### config.mk
export PLATFORM = sky130hd
export DESIGN_NAME = camera_gpio_lines
export DESIGN_NICKNAME = d
export VERILOG_FILES = /design/src/hdl/camera_gpio_pkg.sv /design/src/hdl/camera_gpio_lines.sv
export SDC_FILE = /design/constraint.sdc
export NUM_CORES = 1
export LEC_CHECK = 0
export BUFFER_PORTS_ARGS = -buffer_cell sky130_fd_sc_hd__buf_2
export CORE_ASPECT_RATIO = 1.2
export CORE_UTILIZATION = 50
export DETAILED_ROUTE_END_ITERATION = 16
export HOLD_SLACK_MARGIN = 0.02
export PLACE_DENSITY_LB_ADDON = 0.08
export SLEW_MARGIN = 20
export SYNTH_ARGS = -nofsm -noshare
export SYNTH_HDL_FRONTEND = slang
export SYNTH_SLANG_ARGS = --single-unit
### constraint.sdc
create_clock -name mclk -period 9.5 [get_ports mclk]
set_input_delay 0.95 -clock mclk [delete_from_list [all_inputs] [get_ports mclk]]
set_output_delay 0.95 -clock mclk [all_outputs]
set_load 0.02 [all_outputs]
### src/hdl/camera_gpio_pkg.sv
// Package with register map, field layout and timing for the camera lines
`default_nettype none
package camera_gpio_pkg;
    localparam int          NUM_LINES      = 4;
    localparam int          SPAN_W         = 16;
    localparam int          CLK_MHZ        = 40;
    localparam int          US_TICK_CYCLES = CLK_MHZ;
    // Register byte offsets
    localparam logic [11:0] OFS_LINE_SEL   = 12'h000;
    localparam logic [11:0] OFS_LINE_CFG   = 12'h004;
    localparam logic [11:0] OFS_FILT_SEL   = 12'h008;
    localparam logic [11:0] OFS_FILT_SPAN  = 12'h00C;
    localparam logic [11:0] OFS_LEVEL      = 12'h010;
    localparam logic [11:0] OFS_LEVEL_VEC  = 12'h014;
    localparam logic [11:0] OFS_SW_SEL     = 12'h018;
    localparam logic [11:0] OFS_SW_LEVEL   = 12'h01C;
    localparam logic [11:0] OFS_SW_VEC     = 12'h020;
    localparam logic [11:0] OFS_KIND       = 12'h024;
    // Line configuration field positions
    localparam int          CFG_DIR_BIT    = 0;
    localparam int          CFG_INV_BIT    = 1;
    localparam int          CFG_SRC_LSB    = 4;
    localparam logic [31:0] RESET_VALUE    = 32'h0000_0000;
    localparam logic [1:0]  KIND_RESET     = 2'h2;

    typedef enum logic [1:0] {
        KIND_TRISTATE, KIND_OPTO, KIND_OPEN_DRAIN
    } pin_circuit_kind_t;

    typedef enum logic [3:0] {
        SRC_LINE0, SRC_LINE1, SRC_LINE2, SRC_LINE3,
        SRC_USER0, SRC_USER1, SRC_USER2, SRC_USER3,
        SRC_COUNTER0, SRC_COUNTER1, SRC_LOGIC0, SRC_LOGIC1,
        SRC_EXPOSURE, SRC_TRIG_READY, SRC_ZERO_A, SRC_ZERO_B
    } output_source_select_t;

    typedef struct packed {
        output_source_select_t src;
        logic                  invert;
        logic                  is_output;
    } line_cfg_t;

    typedef struct packed {
        logic [1:0] counter_active;
        logic [1:0] logic_block;
        logic       exposure_active;
        logic       trigger_ready;
    } cam_signals_t;
endpackage : camera_gpio_pkg
`default_nettype wire

### src/hdl/camera_gpio_lines.sv
// Four-line camera GPIO block with filters, source mux and APB registers
`default_nettype none
module camera_gpio_lines
    import camera_gpio_pkg::*;
(
    input  wire logic                 mclk,
    input  wire logic                 rst_n,
    input  wire logic                 psel,
    input  wire logic                 penable,
    input  wire logic                 pwrite,
    input  wire logic [11:0]          paddr,
    input  wire logic [31:0]          pwdata,
    output logic      [31:0]          prdata,
    output logic                      pready,
    output logic                      pslverr,
    input  wire cam_signals_t         cam_in,
    input  wire logic [NUM_LINES-1:0] pin_in,
    output logic      [NUM_LINES-1:0] pin_out,
    output logic      [NUM_LINES-1:0] pin_oe,
    output logic      [NUM_LINES-1:0] line_level
);
    // Circuit kind per line is fixed by the board; all lines here are open drain
    localparam pin_circuit_kind_t LINE_KIND = pin_circuit_kind_t'(KIND_RESET);

    line_cfg_t              cfg_reg [NUM_LINES];
    logic [SPAN_W-1:0]      glitch_us_reg [NUM_LINES];
    logic [SPAN_W-1:0]      bounce_us_reg [NUM_LINES];
    logic [1:0]             line_sel_reg;
    logic                   filt_kind_reg;
    logic [1:0]             sw_sel_reg;
    logic [NUM_LINES-1:0]   sw_vec_reg;
    logic [NUM_LINES-1:0]   sync1_reg;
    logic [NUM_LINES-1:0]   sync2_reg;
    logic [NUM_LINES-1:0]   glitch_out_reg;
    logic [NUM_LINES-1:0]   bounce_out_reg;
    logic [5:0]             us_cnt_reg;
    logic                   us_tick;
    logic [NUM_LINES-1:0]   drive_level;
    logic [NUM_LINES-1:0]   status;
    logic                   wr_en;
    logic                   rd_en;
    logic [31:0]            rd_next;
    logic                   map_hit;

    // Source mux shared by every line
    function automatic logic pick_source(
        input output_source_select_t src,
        input logic [NUM_LINES-1:0]  lines,
        input logic [NUM_LINES-1:0]  user,
        input cam_signals_t          cam
    );
        logic v;
        v = 1'b0;
        unique case (src)
            SRC_LINE0, SRC_LINE1, SRC_LINE2, SRC_LINE3:
                v = lines[src[1:0]];
            SRC_USER0, SRC_USER1, SRC_USER2, SRC_USER3:
                v = user[src[1:0]];
            SRC_COUNTER0:   v = cam.counter_active[0];
            SRC_COUNTER1:   v = cam.counter_active[1];
            SRC_LOGIC0:     v = cam.logic_block[0];
            SRC_LOGIC1:     v = cam.logic_block[1];
            SRC_EXPOSURE:   v = cam.exposure_active;
            SRC_TRIG_READY: v = cam.trigger_ready;
            SRC_ZERO_A, SRC_ZERO_B: v = 1'b0;
        endcase
        return v;
    endfunction : pick_source

    assign wr_en = psel && penable && pwrite;
    assign rd_en = psel && penable && !pwrite;

    // Microsecond tick; debounce hold-offs count these ticks
    // microsecond time base
    assign us_tick = (us_cnt_reg == 6'(US_TICK_CYCLES - 1));
    always_ff @(posedge mclk or negedge rst_n) begin
        if (!rst_n) begin
            us_cnt_reg <= 6'h00;
        end else if (us_tick) begin
            us_cnt_reg <= 6'h00;
        end else begin
            us_cnt_reg <= us_cnt_reg + 6'h01;
        end
    end

    // Two-flop synchroniser on the raw pins
    // input synchroniser
    always_ff @(posedge mclk or negedge rst_n) begin
        if (!rst_n) begin
            sync1_reg <= '0;
            sync2_reg <= '0;
        end else begin
            sync1_reg <= pin_in;
            sync2_reg <= sync1_reg;
        end
    end

    // Per-line filter pair; width resolution is one microsecond tick
    genvar gi;
    generate
        for (gi = 0; gi < NUM_LINES; gi++) begin : g_line
            logic [SPAN_W-1:0] gcnt_reg;
            logic [5:0]        gsub_reg;
            logic [SPAN_W:0]   bcnt_reg;
            logic              inv_in;
            assign inv_in = sync2_reg[gi] ^ cfg_reg[gi].invert;

            // deglitch waits for the level to persist
            // Own cycle count per line, so the full width always elapses
            // whatever the phase of the shared microsecond tick
            always_ff @(posedge mclk or negedge rst_n) begin
                if (!rst_n) begin
                    gcnt_reg           <= '0;
                    gsub_reg           <= 6'h00;
                    glitch_out_reg[gi] <= 1'b0;
                end else if (inv_in == glitch_out_reg[gi]) begin
                    gcnt_reg <= '0;
                    gsub_reg <= 6'h00;
                end else if (gcnt_reg >= glitch_us_reg[gi]) begin
                    glitch_out_reg[gi] <= inv_in;
                    gcnt_reg           <= '0;
                    gsub_reg           <= 6'h00;
                end else if (gsub_reg == 6'(US_TICK_CYCLES - 1)) begin
                    gcnt_reg <= gcnt_reg + 1'b1;
                    gsub_reg <= 6'h00;
                end else begin
                    gsub_reg <= gsub_reg + 6'h01;
                end
            end

            // first edge passes, then a hold-off
            always_ff @(posedge mclk or negedge rst_n) begin
                if (!rst_n) begin
                    bcnt_reg          <= '0;
                    bounce_out_reg[gi] <= 1'b0;
                end else if (bcnt_reg != '0) begin
                    if (us_tick) begin
                        bcnt_reg <= bcnt_reg - 1'b1;
                    end
                end else if (glitch_out_reg[gi] != bounce_out_reg[gi]) begin
                    bounce_out_reg[gi] <= glitch_out_reg[gi];
                    // One extra tick: the shared tick may fall at once,
                    // so the hold-off is never shorter than the span
                    bcnt_reg <= (bounce_us_reg[gi] == '0) ? '0
                        : {1'b0, bounce_us_reg[gi]} + 1'b1;
                end
            end

            assign drive_level[gi] =
                pick_source(cfg_reg[gi].src, bounce_out_reg, sw_vec_reg, cam_in)
                ^ cfg_reg[gi].invert;
            assign status[gi] = cfg_reg[gi].is_output ? drive_level[gi]
                                                      : bounce_out_reg[gi];
        end
    endgenerate

    // Open-drain pins: pull low for a zero, release for a one
    // drive only as output
    always_ff @(posedge mclk or negedge rst_n) begin
        if (!rst_n) begin
            pin_out    <= '0;
            pin_oe     <= '0;
            line_level <= '0;
        end else begin
            pin_out    <= '0;
            line_level <= status;
            for (int i = 0; i < NUM_LINES; i++) begin
                pin_oe[i] <= cfg_reg[i].is_output && !drive_level[i];
            end
        end
    end

    // Selectors and per-line settings
    // per-line storage by index
    always_ff @(posedge mclk or negedge rst_n) begin
        if (!rst_n) begin
            line_sel_reg  <= '0;
            filt_kind_reg <= 1'b0;
            sw_sel_reg    <= '0;
            for (int i = 0; i < NUM_LINES; i++) begin
                cfg_reg[i]       <= line_cfg_t'(RESET_VALUE[5:0]);
                glitch_us_reg[i] <= '0;
                bounce_us_reg[i] <= '0;
            end
        end else if (wr_en) begin
            unique case (paddr)
                OFS_LINE_SEL: line_sel_reg  <= pwdata[1:0];
                OFS_FILT_SEL: filt_kind_reg <= pwdata[0];
                OFS_SW_SEL:   sw_sel_reg    <= pwdata[1:0];
                OFS_LINE_CFG: begin
                    cfg_reg[line_sel_reg].is_output <= pwdata[CFG_DIR_BIT];
                    cfg_reg[line_sel_reg].invert    <= pwdata[CFG_INV_BIT];
                    cfg_reg[line_sel_reg].src <= output_source_select_t'(
                        pwdata[CFG_SRC_LSB +: 4]);
                end
                OFS_FILT_SPAN: begin
                    if (filt_kind_reg) begin
                        bounce_us_reg[line_sel_reg] <= pwdata[SPAN_W-1:0];
                    end else begin
                        glitch_us_reg[line_sel_reg] <= pwdata[SPAN_W-1:0];
                    end
                end
                default: ;
            endcase
        end
    end

    // User output bits: single-bit level write or whole vector
    // selected bit level write
    always_ff @(posedge mclk or negedge rst_n) begin
        if (!rst_n) begin
            sw_vec_reg <= '0;
        end else if (wr_en && paddr == OFS_SW_LEVEL) begin
            sw_vec_reg[sw_sel_reg] <= pwdata[0];
        end else if (wr_en && paddr == OFS_SW_VEC) begin
            sw_vec_reg <= pwdata[NUM_LINES-1:0];
        end
    end

    // Read decode
    always_comb begin
        rd_next = '0;
        map_hit = 1'b1;
        unique case (paddr)
            OFS_LINE_SEL:  rd_next[1:0] = line_sel_reg;
            OFS_LINE_CFG:  rd_next[7:0] = {cfg_reg[line_sel_reg].src,
                2'b00, cfg_reg[line_sel_reg].invert,
                cfg_reg[line_sel_reg].is_output};
            OFS_FILT_SEL:  rd_next[0] = filt_kind_reg;
            OFS_FILT_SPAN: rd_next[SPAN_W-1:0] = filt_kind_reg
                ? bounce_us_reg[line_sel_reg] : glitch_us_reg[line_sel_reg];
            OFS_LEVEL:     rd_next[0] = status[line_sel_reg];
            // all levels, line n at bit n
            OFS_LEVEL_VEC: rd_next[NUM_LINES-1:0] = status;
            OFS_SW_SEL:    rd_next[1:0] = sw_sel_reg;
            OFS_SW_LEVEL:  rd_next[0] = sw_vec_reg[sw_sel_reg];
            OFS_SW_VEC:    rd_next[NUM_LINES-1:0] = sw_vec_reg;
            OFS_KIND:      rd_next[1:0] = LINE_KIND;
            default:       map_hit = 1'b0;
        endcase
    end

    // APB answer: one wait state, so pready rises in the second access cycle
    always_ff @(posedge mclk or negedge rst_n) begin
        if (!rst_n) begin
            pready  <= 1'b0;
            pslverr <= 1'b0;
            prdata  <= '0;
        end else begin
            pready  <= psel && penable && !pready;
            pslverr <= psel && penable && !pready && !map_hit;
            prdata  <= (rd_en && !pready) ? rd_next : 32'h0000_0000;
        end
    end

    logic inv_cmp2;
    assign inv_cmp2 = g_line[2].inv_in != glitch_out_reg[2];
endmodule : camera_gpio_lines
`default_nettype wire

==> metrics <==
Area Growth Syn to Fin=10.1%; Post-route DRC=0; routed wire length=53200 microns; Initial DRT Pass Iterations=5; sequential element share of the synthesized area=43.8%; Synthesis Warnings=0; VDD IR max=0.000175 V; Mapped Cells=2017; Largest register FFs=68; detailed-route via count=15500; I/O pin cnt=105; Commonest cells post-synth=dfrtp_1, nor2_1, nand2_1; largest net degree at the start of global routing=114; Crit Path Class=input port to flop; Setup Skew=0.0136 ns; RSZ-0062 raised after global routing=false; P_leak=10.1 nW; required time of the critical path=9.95 ns; final period utilization=40.4%; root buffer cell=clkbuf_16; CTS tree=built; outcome=completed; Synth Register Bits=365; Crit path largest cell delay=0.86 ns; grt ovf=0; row count=81; Antenna Nets Post-Route=0; clock-pin transition on the worst setup and hold timing paths=0.06 ns; critical path, cell by cell=buf_2 > nor4_4 > nand2_2 > or3_1 > or2_1 > or3_1 > nor3_4 > mux2_2; R2R cell count=10; top-count cell post-synth=dfrtp_1; CP most frequent cell=or3_1; Synth Area per Inst=10.3 sq um; Cell Pwr Density=162 nW/um^2; count of different cell masters after synthesis=70; Die H=226 microns; Clock Tree Buf Depth=3; WP buf/inv=1; share of the synthesized area in the top cell type=43.8%; number of flops mapped to enable cells by yosys=0; share of cells above drive strength 1=18.9%; DR iter-0 viols=847; WP depth=8; post-layout min period=3.84 ns; CP startpoint kind=input port; Worst path slowest cell=nor3_4; setup ws final=5.66 ns; antenna violations before repair=2; Filler cells=3639; DIE WIDTH=189 microns; ys async rst share=100%; fmax=261 MHz; port bufs=68; cell family with most CP delay=simple AND/OR/NAND/NOR gates; worst skew pair latency=0.57 ns; CTS Buf Count=42; dpl ws=5.09 ns; placed cells=2557; GRT Resource Usage Total=25.7%; Synth area leader=dfrtp_1; Max Slew Vio Count=0; Max-Cap Viols=0; post_cts resized=0; Tightest Pin Transition=1.12 ns; Finished Layout Cells=2635; routed length per placed instance=20.2 microns; Setup crit end kind=flop; arrival time at the worst endpoint=4.28 ns; setup violators final=0; clk sinks=365; WHS Path Cells=0; Post-CTS Setup Bufs=0; slew margin rel.=23.4%; number of hold buffers added after cts=0; main area contributors after synthesis=dfrtp_1, mux2_2, mux4_2, ha_1, xor2_1; final hold violations=0; initial core utilization=51.0%; vias per inst=5.87; crit-path max FO=16; core footprint=40900 sq um; H-Tree Depth=2; Cell Area, Synth=20900 sq um; vias in the first global route=15400; Die ar.=42600 sq um; worst hold path type=flop to flop; Top FF cell, synth=dfrtp_1; HPWL after DPL=38300 microns; Net count, final=2206; TNS Setup=0 ns; first-pass GRT wire length=85800 microns; GP Congestion=0.878
layout by cell type (no fill, tap or decap), types with 22 or more instances in the layout:
cell       synthesis  final
o22ai_1           28     28
nor2_1           195    195
mux2_2           161    161
nand4_1           42     42
xor2_1            84     84
dfrtp_1          365    363
nor4_1            24     23
mux4_2            50     50
nand2_1          172    172
buf_2              3     67
a21oi_1           57     57
clkbuf_16          0     42
xnor2_1           64     64
o21ai_0           74     74
ha_1              85     85
nor3_1            57     57
nand3_1           67     67
a21o_1            22     22
a22o_1            23     23
inv_1            107    107
cells by family after synthesis:
kind of cell	Yosys count	synth area share, %
compound gates	280	8.68
mux	240	15.7
xor+xnor	148	6.21
fa+ha+maj	85	5.10
other cells	1	0.0180
flops	365	43.8
simple gates	687	16.2
buf+inv	211	4.32
cell type report:
type	count	area (sq um)	share of cell area [%]
multi-input combinational	1460	10900	47.6
sequential	365	9140	39.8
clock buffer	63	1250	5.44
tap	539	674	2.94
timing repair buffer	85	478	2.08
inverter	108	405	1.76
clock inverter	14	93.8	0.408
antenna	1	2.50	0.0109
report_power, final:
group          switching (mW)  total (mW)  internal [mW]
Clock                   0.671        1.58          0.912
Sequential              0.103        1.75           1.65
Combinational           0.237       0.388          0.151
worst reg2reg max path: stages, from the launching register on:
cell and delay (ns):
dfrtp_1 0.40, inv_1 0.09, ha_1 0.19, or4b_2 0.65, nor4_1 0.54, and3b_1 0.74
mux2i_2 0.27, buf_4 0.32, nand2_1 0.16, o31ai_1 0.21, nand2_1 0.08
metrics by stage:
step / cell area (sq um) / power, mW / hold slack [ns] / util, %
global route: 23000 / 3.88 / 0.355 / 56.1
finish: 23000 / 3.72 / 0.352 / 56.1
global placement: 21600 / 2.15 / 0.334 / 52.8
detailed placement: 21600 / 2.17 / 0.336 / 52.8
floorplan: 20900 / 2.02 / 0.331 / -
CTS: 23000 / 3.77 / 0.354 / 56.1
path summary, 6_finish.rpt:
kind	endpoint	slack, ns	start
setup / recovery	glitch_us_reg[48]$_DFFE_PN0P_	5.66	paddr[1]
setup reg to reg	g_line[3].bcnt_reg[8]$_DFFE_PN0P_	5.73	g_line[3].bcnt_reg[0]$_DFFE_PN0P_
hold reg to reg	sync2_reg[2]$_DFF_PN0_	0.35	sync1_reg[2]$_DFF_PN0_
min in group asynchronous	us_cnt_reg[0]$_DFF_PN0_	0.43	rst_n
hold / removal	sync2_reg[2]$_DFF_PN0_	0.35	sync1_reg[2]$_DFF_PN0_
max in group asynchronous	sync2_reg[2]$_DFF_PN0_	6.72	rst_n
layer usage:
metal  vias up  routed length [microns]  track usage [%]
met3       108                     1850             3.19
li1       7264                        -                -
met1      7796                    22500             32.4
met2       290                    26900             44.5
met5         -                        8                0
met4         2                     1950             10.4
Power figures use the tool's default switching activity.
